`src/hw/quad_enc_pkg.sv`:
```
// constants shared by the quadrature position and velocity block
package quad_enc_pkg;
	// register byte offsets
	localparam logic [7:0] OFF_CTL = 8'h00;
	localparam logic [7:0] OFF_STAT = 8'h04;
	localparam logic [7:0] OFF_POS = 8'h08;
	localparam logic [7:0] OFF_LIMIT = 8'h0C;
	localparam logic [7:0] OFF_RELOAD = 8'h10;
	localparam logic [7:0] OFF_TIMER = 8'h14;
	localparam logic [7:0] OFF_TALLY = 8'h18;
	localparam logic [7:0] OFF_TOTAL = 8'h1C;
	localparam logic [7:0] OFF_IRQ_EN = 8'h20;
	localparam logic [7:0] OFF_IRQ_RAW = 8'h24;
	localparam logic [7:0] OFF_IRQ_CLR = 8'h28;
	// control field positions
	localparam int CTL_ENABLE = 0;
	localparam int CTL_SWAP = 1;
	localparam int CTL_SIG = 2;
	localparam int CTL_EDGE = 3;
	localparam int CTL_WRAP = 4;
	localparam int CTL_VEL = 5;
	localparam int CTL_DIV_LO = 6;
	localparam int CTL_DIV_W = 3;
	// status field positions
	localparam int STAT_ERR = 0;
	localparam int STAT_DIR = 1;
	// event bit positions
	localparam int EV_INDEX = 0;
	localparam int EV_TIMER = 1;
	localparam int EV_DIR = 2;
	localparam int EV_ERR = 3;
	localparam int EV_W = 4;
	// values after reset
	localparam logic [31:0] RST_WORD = 32'h0000_0000;
	localparam logic [3:0] RST_EV = 4'h0;
	localparam logic [1:0] RST_SYNC = 2'h0;
	// two flip-flops on every pin input
	localparam int SYNC_STAGES = 2;
endpackage

```
`src/hw/quadrature_position_velocity.sv`:
```
// quadrature encoder decoder with position integrator, velocity unit and wishbone registers
//
// Design decisions made here: the register addresses and the Wishbone register port.
`timescale 1ns/100ps
module quadrature_position_velocity #(
	parameter int PRESCALE_W = 7
) (
	input wire logic clk_i,
	input wire logic rst_i,
	input wire logic wb_cyc_i,
	input wire logic wb_stb_i,
	input wire logic wb_we_i,
	input wire logic [7:0] wb_adr_i,
	input wire logic [3:0] wb_sel_i,
	input wire logic [31:0] wb_dat_i,
	output logic [31:0] wb_dat_o,
	output logic wb_ack_o,
	input wire logic encoder_channel_a_i,
	input wire logic encoder_channel_b_i,
	input wire logic index_i,
	output logic irq_o
);
	// byte-lane merge for partial writes
	function automatic logic [31:0] merge_bytes(input logic [31:0] old, input logic [31:0] upd, input logic [3:0] sel);
		logic [31:0] res;
		res = old;
		for (int i = 0; i < 4; i++) begin
			if (sel[i]) begin
				res[8*i +: 8] = upd[8*i +: 8];
			end
		end
		return res;
	endfunction

	logic [1:0] a_sync, b_sync, idx_sync;
	logic a_prev, b_prev, idx_prev;
	logic [31:0] encoder_control_reg, position_reg, position_limit_reg, velocity_period_reload_reg;
	logic [31:0] timer_reg, running_edge_tally_reg, period_edge_total_reg;
	logic [3:0] irq_enable_reg, irq_raw_reg, ev_set;
	logic dir_status, err_status;
	logic [PRESCALE_W-1:0] pre_cnt, pre_mask;
	logic wr_now, wr_ctl, wr_pos, wr_limit, wr_reload, wr_en, wr_clr;
	logic ch_a, ch_b, edge_a, edge_b, idx_rise;
	logic en, vel_on, step, up, phase_err, dir_change, index_hit, expire, vel_pulse;
	logic [31:0] tally_sum, read_mux, next_pos, next_ctl;

	// two-stage synchronisers
	// first stage feeds only the second stage to keep metastability contained
	always_ff @(posedge clk_i) begin
		if (rst_i) begin
			a_sync <= quad_enc_pkg::RST_SYNC;
			b_sync <= quad_enc_pkg::RST_SYNC;
			idx_sync <= quad_enc_pkg::RST_SYNC;
		end else begin
			a_sync <= {a_sync[0], encoder_channel_a_i};
			b_sync <= {b_sync[0], encoder_channel_b_i};
			idx_sync <= {idx_sync[0], index_i};
		end
	end

	// swap ahead of every decoding stage
	assign ch_a = encoder_control_reg[quad_enc_pkg::CTL_SWAP] ? b_sync[1] : a_sync[1];
	assign ch_b = encoder_control_reg[quad_enc_pkg::CTL_SWAP] ? a_sync[1] : b_sync[1];

	// previous post-swap levels for edge detection
	always_ff @(posedge clk_i) begin
		if (rst_i) begin
			a_prev <= 1'b0;
			b_prev <= 1'b0;
			idx_prev <= 1'b0;
		end else begin
			a_prev <= ch_a;
			b_prev <= ch_b;
			idx_prev <= idx_sync[1];
		end
	end

	// one edge per clock is seen, so quarter-rate inputs are never missed
	assign edge_a = ch_a ^ a_prev;
	assign edge_b = ch_b ^ b_prev;
	assign idx_rise = idx_sync[1] & ~idx_prev;
	assign en = encoder_control_reg[quad_enc_pkg::CTL_ENABLE];
	// velocity unit runs only under the position enable
	assign vel_on = en & encoder_control_reg[quad_enc_pkg::CTL_VEL];

	// step and direction decode
	always_comb begin
		step = 1'b0;
		up = 1'b1;
		phase_err = 1'b0;
		if (encoder_control_reg[quad_enc_pkg::CTL_SIG]) begin
			// rising A steps, B low means forward
			step = edge_a & ch_a;
			up = ~ch_b;
		end else begin
			// both channels moving at once is a phase error
			phase_err = edge_a & edge_b;
			// A leading means the moved A now differs from B
			up = edge_a ? (ch_a ^ ch_b) : ~(ch_a ^ ch_b);
			// A edges give two counts per line, both give four
			if (encoder_control_reg[quad_enc_pkg::CTL_EDGE]) begin
				step = (edge_a | edge_b) & ~phase_err;
			end else begin
				step = edge_a & ~phase_err;
			end
		end
		step = step & en;
		phase_err = phase_err & en;
	end

	// a step against the direction of the previous step is a direction change
	assign dir_change = step & (up == dir_status);
	// index only clears position in wrap-on-index mode
	assign index_hit = en & idx_rise;

	// register bus decode, write commits on the edge that sees ack
	assign wr_now = wb_cyc_i & wb_stb_i & wb_we_i & wb_ack_o;
	assign wr_ctl = wr_now & (wb_adr_i == quad_enc_pkg::OFF_CTL);
	assign wr_pos = wr_now & (wb_adr_i == quad_enc_pkg::OFF_POS);
	assign wr_limit = wr_now & (wb_adr_i == quad_enc_pkg::OFF_LIMIT);
	assign wr_reload = wr_now & (wb_adr_i == quad_enc_pkg::OFF_RELOAD);
	assign wr_en = wr_now & (wb_adr_i == quad_enc_pkg::OFF_IRQ_EN);
	assign wr_clr = wr_now & (wb_adr_i == quad_enc_pkg::OFF_IRQ_CLR);

	// control word, only fields that exist are kept
	always_comb begin
		next_ctl = merge_bytes(encoder_control_reg, wb_dat_i, wb_sel_i) & 32'h0000_01FF;
		// velocity enable is refused without the position enable
		next_ctl[quad_enc_pkg::CTL_VEL] = next_ctl[quad_enc_pkg::CTL_VEL] & next_ctl[quad_enc_pkg::CTL_ENABLE];
	end

	// software-owned configuration registers
	always_ff @(posedge clk_i) begin
		if (rst_i) begin
			encoder_control_reg <= quad_enc_pkg::RST_WORD;
			position_limit_reg <= quad_enc_pkg::RST_WORD;
			velocity_period_reload_reg <= quad_enc_pkg::RST_WORD;
			irq_enable_reg <= quad_enc_pkg::RST_EV;
		end else begin
			if (wr_ctl) begin
				encoder_control_reg <= next_ctl;
			end
			// software writes edges per turn minus one here
			if (wr_limit) begin
				position_limit_reg <= merge_bytes(position_limit_reg, wb_dat_i, wb_sel_i);
			end
			// software writes period minus one here
			if (wr_reload) begin
				velocity_period_reload_reg <= merge_bytes(velocity_period_reload_reg, wb_dat_i, wb_sel_i);
			end
			if (wr_en) begin
				irq_enable_reg <= wb_dat_i[quad_enc_pkg::EV_W-1:0];
			end
		end
	end

	// position arithmetic with wrap at both ends
	always_comb begin
		next_pos = position_reg;
		if (wr_pos) begin
			next_pos = merge_bytes(position_reg, wb_dat_i, wb_sel_i);
		end else if (index_hit && encoder_control_reg[quad_enc_pkg::CTL_WRAP]) begin
			next_pos = quad_enc_pkg::RST_WORD;
		end else if (step && up) begin
			// past the maximum comes back to zero
			next_pos = (position_reg >= position_limit_reg) ? quad_enc_pkg::RST_WORD : position_reg + 32'h0000_0001;
		end else if (step) begin
			next_pos = (position_reg == 32'h0000_0000) ? position_limit_reg : position_reg - 32'h0000_0001;
		end
	end

	// position only counts while enabled, step is gated by enable; bus writes land at any time
	always_ff @(posedge clk_i) begin
		if (rst_i) begin
			position_reg <= quad_enc_pkg::RST_WORD;
		end else begin
			position_reg <= next_pos;
		end
	end

	// direction and error status follow the latest decode
	always_ff @(posedge clk_i) begin
		if (rst_i) begin
			dir_status <= 1'b0;
			err_status <= 1'b0;
		end else begin
			if (step) begin
				dir_status <= ~up;
			end
			err_status <= phase_err | (err_status & ~step); // sticks until the next valid count
		end
	end

	// prescaler sees the same step stream as the position
	assign pre_mask = PRESCALE_W'((8'h01 << encoder_control_reg[quad_enc_pkg::CTL_DIV_LO +: quad_enc_pkg::CTL_DIV_W]) - 8'h01);
	assign vel_pulse = vel_on & step & (pre_cnt == pre_mask);

	// prescale divider, holds while the velocity unit is off
	always_ff @(posedge clk_i) begin
		if (rst_i) begin
			pre_cnt <= '0;
		end else if (vel_on && step) begin
			pre_cnt <= (pre_cnt == pre_mask) ? '0 : pre_cnt + 1'b1;
		end
	end

	// timer expires at zero and reloads on the next edge
	assign expire = vel_on & (timer_reg == 32'h0000_0000);
	assign tally_sum = running_edge_tally_reg + {31'h0, vel_pulse};

	// velocity timer, tally and period total
	always_ff @(posedge clk_i) begin
		if (rst_i) begin
			timer_reg <= quad_enc_pkg::RST_WORD;
			running_edge_tally_reg <= quad_enc_pkg::RST_WORD;
			period_edge_total_reg <= quad_enc_pkg::RST_WORD;
		end else if (vel_on) begin
			if (expire) begin
				timer_reg <= velocity_period_reload_reg;
				// the edge of the final cycle still counts
				period_edge_total_reg <= tally_sum;
				running_edge_tally_reg <= quad_enc_pkg::RST_WORD;
			end else begin
				timer_reg <= timer_reg - 32'h0000_0001;
				running_edge_tally_reg <= tally_sum;
			end
		end
	end

	always_comb begin
		ev_set[quad_enc_pkg::EV_INDEX] = index_hit;
		ev_set[quad_enc_pkg::EV_TIMER] = expire;
		ev_set[quad_enc_pkg::EV_DIR] = dir_change;
		ev_set[quad_enc_pkg::EV_ERR] = phase_err;
	end

	// sticky raw bits, write one to clear, a new event beats the clear
	always_ff @(posedge clk_i) begin
		if (rst_i) begin
			irq_raw_reg <= quad_enc_pkg::RST_EV;
		end else begin
			irq_raw_reg <= (irq_raw_reg & ~(wr_clr ? wb_dat_i[quad_enc_pkg::EV_W-1:0] : 4'h0)) | ev_set;
		end
	end

	always_ff @(posedge clk_i) begin
		if (rst_i) begin
			irq_o <= 1'b0;
		end else begin
			irq_o <= |(irq_raw_reg & irq_enable_reg);
		end
	end

	// read mux, unmapped offsets read zero
	always_comb begin
		unique case (wb_adr_i)
			quad_enc_pkg::OFF_CTL: read_mux = encoder_control_reg;
			quad_enc_pkg::OFF_STAT: read_mux = {30'h0, dir_status, err_status};
			quad_enc_pkg::OFF_POS: read_mux = position_reg;
			quad_enc_pkg::OFF_LIMIT: read_mux = position_limit_reg;
			quad_enc_pkg::OFF_RELOAD: read_mux = velocity_period_reload_reg;
			quad_enc_pkg::OFF_TIMER: read_mux = timer_reg;
			quad_enc_pkg::OFF_TALLY: read_mux = running_edge_tally_reg;
			quad_enc_pkg::OFF_TOTAL: read_mux = period_edge_total_reg;
			quad_enc_pkg::OFF_IRQ_EN: read_mux = {28'h000_0000, irq_enable_reg};
			quad_enc_pkg::OFF_IRQ_RAW: read_mux = {28'h000_0000, irq_raw_reg};
			quad_enc_pkg::OFF_IRQ_CLR: read_mux = {28'h000_0000, irq_raw_reg & irq_enable_reg};
			default: read_mux = quad_enc_pkg::RST_WORD;
		endcase
	end

	// single-wait-state slave: ack one cycle after the request, then dropped
	always_ff @(posedge clk_i) begin
		if (rst_i) begin
			wb_ack_o <= 1'b0;
			wb_dat_o <= quad_enc_pkg::RST_WORD;
		end else begin
			wb_ack_o <= wb_cyc_i & wb_stb_i & ~wb_ack_o;
			if (wb_cyc_i && wb_stb_i && !wb_ack_o) begin
				wb_dat_o <= read_mux;
			end
		end
	end
endmodule // quadrature_position_velocity

```
`config.mk`:
```
export PLATFORM = sky130hd
export DESIGN_NAME = quadrature_position_velocity
export DESIGN_NICKNAME = d
export VERILOG_FILES = /design/src/hw/quad_enc_pkg.sv /design/src/hw/quadrature_position_velocity.sv
export SDC_FILE = /design/constraint.sdc
export NUM_CORES = 1
export LEC_CHECK = 0
export ABC_AREA = 0
export BUFFER_PORTS_ARGS = -buffer_cell sky130_fd_sc_hd__buf_4
export CAP_MARGIN = 20
export CORE_ASPECT_RATIO = 0.8
export CORE_UTILIZATION = 56
export CTS_BUF_LIST = sky130_fd_sc_hd__clkbuf_4
export CTS_CLUSTER_DIAMETER = 40
export DETAILED_ROUTE_END_ITERATION = 7
export GPL_TIMING_DRIVEN = 0
export HOLD_SLACK_MARGIN = 0.06
export PLACE_DENSITY = 0.74
export REMOVE_ABC_BUFFERS = 1
export SLEW_MARGIN = 20
export SYNTH_ARGS = -nofsm -noshare
export SYNTH_HDL_FRONTEND = slang
export SYNTH_SLANG_ARGS = --single-unit
```
`constraint.sdc`:
```
create_clock -name clk_i -period 5.3 [get_ports clk_i]
set_input_delay 0.795 -clock clk_i [delete_from_list [all_inputs] [get_ports clk_i]]
set_output_delay 0.795 -clock clk_i [all_outputs]
set_load 0.01 [all_outputs]
```
# After elaboration in Yosys (flattened, before gate mapping)
# Cells that the tools add are included.
[word_totals] register_bits=261 latch_bits=0 ram_bits=0 mem_bits_ro=0 input_bits=52 output_inout_bits=34 word_cells=146 memories=0
[classes] add_sub_neg=6 n_mul=0 div_mod_pow=0 magnitude_cmp=1 n_eq_ne=16 shifts=1 mux=23 bitwise=41 reduce_logical=26
[op_table] cell="$pmux W32 S11" count=1
[op_table] cell="$mux W32" count=8
[op_table] cell="$logic_not A32 Y1" count=2
[op_table] cell="$sub A32 B1 Y32 const B" count=2
[op_table] cell="$add A32 B1 Y32" count=1
[op_table] cell="$add A32 B1 Y32 const B" count=1
[op_table] cell="$eq A8 B5 Y1 const B" count=4
[op_table] cell="$ge A32 B32 Y1" count=1
[op_table] cell="$mux W8" count=4
[op_table] cell="$reduce_and A2 Y1" count=15
[op_table] cell="$and A1 B1 Y1" count=25
[op_table] cell="$eq A8 B6 Y1 const B" count=3
[op_table] cell="$eq A8 B4 Y1 const B" count=2
[op_table] cell="$and A4 B4 Y4" count=2
[op_table] cell="$eq A8 B3 Y1 const B" count=1
[op_table] cell="$logic_not A8 Y1" count=1
[op_table] cell="$ne A2 B2 Y1 const B" count=4
[op_table] cell="$add A7 B1 Y7 const B" count=1
[op_table] cell="$eq A7 B7 Y1" count=1
[op_table] cell="$mux W1" count=7
[op_table] cell="$mux W7" count=1
[op_table] cell="$not A1 Y1" count=7
[op_table] cell="$shl A1 B3 Y7 const A" count=1
[op_table] cell="$sub A7 B1 Y7 const B" count=1
[op_table] cell="other kinds (11)" count=18

# Logic depth before layout (Yosys ltp)
[depth] ltp_word=12 depth_mapped=15 ltp_nobuf=15

# Worst setup path after synthesis
# OpenSTA, ideal clock, no wires.
[synth_timing] path_type="register to register" start="register encoder_control_reg[1]" end="register running_edge_tally_reg[24]" setup_time_ps=70 arrival_ps=3933 required_time_ps=5230 path_slack_ps=1297 path_stages_with_launch=15 path_buffers=0 synth_period_minus_slack_ps=4003 path_cell_list="dfxtp_1 > mux2_2 > ha_1 > nor2b_1 > mux2i_1 > nand3_1 > a2111oi_0 > ha_1 > ha_1 > and3_1 > nand3_1 > nor3_1 > nand3_1 > or3_1 > a21oi_1"
[synth_via] elab_chain_len=12 word_cells_on_any_way=17 classes_between="add/sub (1); mux (5); bitwise (11)"
[synth_rtl] item="start, declared" line_no="quadrature_position_velocity.sv:37" source="logic [31:0] encoder_control_reg, position_reg, position_limit_reg, velocity_period_reload_reg;"
[synth_rtl] item="start signal, assigned" line_no="quadrature_position_velocity.sv:135" source="encoder_control_reg <= quad_enc_pkg::RST_WORD;"
[synth_rtl] item="start signal, assigned" line_no="quadrature_position_velocity.sv:141" source="encoder_control_reg <= next_ctl;"
[synth_rtl] item="$mux W1 *" line_no="quadrature_position_velocity.sv:62" source="assign ch_a = encoder_control_reg[quad_enc_pkg::CTL_SWAP] ? b_sync[1] : a_sync[1];"
[synth_rtl] item="via ch_a" line_no="quadrature_position_velocity.sv:43" source="logic ch_a, ch_b, edge_a, edge_b, idx_rise;"
[synth_rtl] item="$xor A1 B1 Y1" line_no="quadrature_position_velocity.sv:79" source="assign edge_a = ch_a ^ a_prev;"
[synth_rtl] item="$and A1 B1 Y1" line_no="quadrature_position_velocity.sv:97" source="phase_err = edge_a & edge_b;"
[synth_rtl] item="$not A1 Y1" line_no="quadrature_position_velocity.sv:102, quadrature_position_velocity.sv:104"
[synth_rtl] item="$and A1 B1 Y1, on equally long branches" line_no="quadrature_position_velocity.sv:104, quadrature_position_velocity.sv:102"
[synth_rtl] item="$mux W1" line_no="quadrature_position_velocity.sv:101" source="if (encoder_control_reg[quad_enc_pkg::CTL_EDGE]) begin"
[synth_rtl] item="$mux W1 *" line_no="quadrature_position_velocity.sv:91" source="if (encoder_control_reg[quad_enc_pkg::CTL_SIG]) begin"
[synth_rtl] item="$and A1 B1 Y1 *" line_no="quadrature_position_velocity.sv:107" source="step = step & en;"
[synth_rtl] item="$and A1 B1 Y1 * (2 in a row)" line_no="quadrature_position_velocity.sv:196" source="assign vel_pulse = vel_on & step & (pre_cnt == pre_mask);"
[synth_rtl] item="$add A32 B1 Y32 *" line_no="quadrature_position_velocity.sv:209" source="assign tally_sum = running_edge_tally_reg + {31'h0, vel_pulse};"
[synth_rtl] item="$mux W32 *" line_no="quadrature_position_velocity.sv:218" source="if (expire) begin"
[synth_rtl] item="end signal, assigned" line_no="quadrature_position_velocity.sv:215" source="running_edge_tally_reg <= quad_enc_pkg::RST_WORD;"
[synth_rtl] item="end signal, assigned" line_no="quadrature_position_velocity.sv:222" source="running_edge_tally_reg <= quad_enc_pkg::RST_WORD;"
[synth_rtl] item="end signal, assigned" line_no="quadrature_position_velocity.sv:225" source="running_edge_tally_reg <= tally_sum;"
[synth_rtl] item="end, declared" line_no="quadrature_position_velocity.sv:38" source="logic [31:0] timer_reg, running_edge_tally_reg, period_edge_total_reg;"
# Mark *: on every way through the listed nets, which the timed path passes. The rest lies on a longest branch.
# A chain may end at the register's enable or synchronous reset.

# Final worst setup path
[layout_timing] start="register encoder_control_reg[1]" end="register running_edge_tally_reg[28]"
# The elaborated chain is that of the path after synthesis.

==> impl_metrics.csv <==
group,metric,value,unit
floorplanning,initial_core_util,57.3,%
power_and_ir_drop,total_leakage_power,6.48,nW
yosys,syn_area,15200,um^2
power_and_ir_drop,p_clk_share,46.5,%
clock_tree,cts_hold_buf,0,
sta,timing.final.crit_share,95.2,%
layout,multi_input_area,9230,um^2
global_routing,grt_pass1_wl,78900,um
sta,fin_crit,5.05,ns
clock_tree,post-cts-setup-buffer-count,0,
sta,slew_headroom,18.1,%
layout,instances_no_fill,2381,
worst_hold_path,worstHoldStart,"index_i",
yosys,synth_top_area_share,34.5,%
sta,fin_skew,0.0511,ns
yosys,synth.avg_cell_area,7.80,um^2
yosys,synth_edf_count,0,
placed_design,portBuffers,85,
drt,routedWlPerCell,21.3,um
layout,area_growth,12.9,%
drt,top_layer,"met4",
drt,drt-total-wl,50800,um
yosys,dominantRegCellSynth,"dfxtp_1",
worst_hold_path,hold_path.class,"primary input to register",
sta,setup_viol,0,
yosys,synth_largest_area_cell,"dfxtp_1",
floorplanning,io_pins,86,
drt,route.met2.wl,21100,um
drt,drt_iter0_markers,2126,
clock_tree,cts-root-buf,"clkbuf_4",
drt,wl_met1,21900,um
placed_design,post-place-cells,2259,
sta,worstMarginPinSlew,1.22,ns
critical_path,end_kind,"register",
critical_path,cp.buffers_inverters,0,
yosys,synth-seq-area-share,34.5,%
layout,postLayoutCoreUtil,64.7,%
drt,dr.pass1.iters,8,
drt,drc_errors,4,
clock_tree,numCtsBuffers,70,
power_and_ir_drop,combPwrFrac,3.5,%
critical_path,critPathMostFrequentCell,"ha_1",
floorplanning,core_area,26500,um^2
power_and_ir_drop,totalPowerFinal,0.00393,W
power_and_ir_drop,p_switching,0.000946,W
floorplanning,rows,53,
power_and_ir_drop,ir_drop,161,uV
critical_path,critPathTopFamily,"simple AND/OR/NAND/NOR gates",
sta,hold_viol_final,0,
critical_path,required,5.84,ns
run_status,violations,"DRC",
drt,antenna_left,0,
global_routing,gr-total-overflow,0,
layout,layout-drive-gt1-share,13.5,%
yosys,synthDistinctLibCells,79,
global_routing,grt_pass1_vias,14101,
critical_path,path_cells,"mux2_2 > ha_1 > nor2b_1 > mux2i_1 > nand3_1 > a2111oi_1 > ha_1 > ha_1 > and3_1 > nand3_2 > nor4_1 > xnor2_1 > nor3_1 > a21oi_1 > nor2_1",
critical_path,cp_slowest_cell,"nor4_1",
placed_design,dp_hpwl,35600,um
floorplanning,fp.dieH,149,um
yosys,ys_ff_latch,261,
critical_path,cp_max_fo,9,
yosys,yosys-top-cells-area,"dfxtp_1 (34%), nor2_1 (6.5%), mux2i_1 (5.1%), a21oi_1 (4.6%), nand2_1 (3.8%)",
global_routing,antenna_found_initial,1,
critical_path,cp-start-kind,"register",
clock_tree,clkLatencyLatePin,0.72,ns
drt,vias_per_cell,6.58,
power_and_ir_drop,p_per_area,230,nW/um^2
power_and_ir_drop,seq_power_share,50.0,%
critical_path,crit_start,"encoder_control_reg[1]",
floorplanning,die_x,186,um
floorplanning,dieArea,27700,um^2
critical_path,max_stage_delay,0.72,ns
layout,nNetsFinal,2068,
yosys,async_reset_ff_share,0,%
yosys,synth.most_common_cell,"nor2_1",
drt,wl_met3,6330,um
critical_path,worstReg2RegStart,"encoder_control_reg[1]",
critical_path,arrival,5.59,ns
sta,fin_hold_ws,0.331,ns
job,max_cap_violations,0,
drt,vias,15677,
placed_design,gp_congestion,0.957,
clock_tree,cts.sinks,261,
yosys,netlist_instances,1943,
clock_tree,cts.clk_slew.worst_paths,0.07,ns
global_routing,grt_usage,36.5,%
sta,final_max_slew_viol_count,0,
yosys,ys_warn_count,0,
clock_tree,cts_max_level,3,
clock_tree,cts_buffer_depth,3,
sta,fmax,198,MHz
power_and_ir_drop,p_int,0.00299,W
layout,fillCellCount,2298,
global_routing,grt_start_max_net_pins,121,
clock_tree,cts_tree,"done",
run_status,outcome,"complete, but fails checks",
yosys,synth.top_cells.by_count,"nor2_1 (263), dfxtp_1 (261), nand2_1 (153)",
critical_path,critPathKind,"register to register",
layout,seq_area,5230,um^2
power_and_ir_drop,switching_share,24.1,%
[power by group through the flow]
| stage | Combinational, W | Sequential, W | Clock (W) |
|---|---|---|---|
| detailed placement | 0.000131 | 0.00201 | 0 |
| global placement | 0.000120 | 0.00201 | 0 |
| CTS | 0.000132 | 0.00197 | 0.00186 |
| floorplan | 0.0000303 | 0.00201 | 0 |
| finish | 0.000136 | 0.00197 | 0.00183 |
| global route | 0.000144 | 0.00197 | 0.00197 |
[repair_timing]
action                                 CTS  global route
setup endpoints to repair                8             9
pin swaps                                0             0
endpoints found under the hold margin    0             0
resized for setup                        2             4
[path summary, 6_finish.rpt]
check             slack [ns]  cells past startpoint                          to
setup / recovery        0.25                     15  running_edge_tally_reg[28]
hold / removal          0.33                      2                 idx_sync[0]
setup reg to reg        0.25                     15  running_edge_tally_reg[28]
hold reg to reg         0.45                      2    period_edge_total_reg[1]
[layout by cell type (no fill, tap or decap), types with 57 or more instances in the layout]
master    netlist  routed
a21oi_1       140     139
a22oi_1        70      70
buf_4           1      90
clkbuf_4        0     102
dfxtp_1       261     261
inv_1          57      57
mux2i_1        77      77
nand2_1       153     152
nand3_1        97      96
nor2_1        263     257
o21ai_0        86      83
[layer usage]
layer  vias to the layer above  track usage, %
li1                       7227               -
met1                      7365            52.8
met2                       961            51.7
met3                       124            9.69
met4                         0            12.9
met5                         -               0
[through the flow]
stage / setup TNS (ns) / worst slack [ns] / area (um^2)
after floorplan: 0 / 0.452 / 14500
after global placement: -249.12 / -3.59 / 15600
after detailed placement: -1.79 / -0.376 / 16200
after CTS: 0 / 0.196 / 17000
after global routing: -0.0269 / -0.0269 / 17100
final: 0 / 0.255 / 17100
[layout make-up]
class,instances,share of cell area [%]
Clock buffer,102,4.48
Tap cell,357,2.61
Timing Repair Buffer,115,6.48
Antenna cell,2,0.0293
Inverter,57,1.25
Clock inverter,16,0.673
Sequential cell,261,30.5
Multi-Input combinational cell,1471,53.9
[logic make-up after synthesis]
| kind of cell | count (synthesis) | synth area share, % |
|---|---|---|
| compound gates | 500 | 22.1 |
| xor+xnor | 81 | 4.68 |
| fa+ha+maj | 40 | 3.30 |
| buf+inv | 211 | 5.51 |
| flops | 261 | 34.5 |
| mux | 81 | 5.38 |
| simple gates | 769 | 24.5 |
Note: power is estimated with default switching activity, not from simulation.
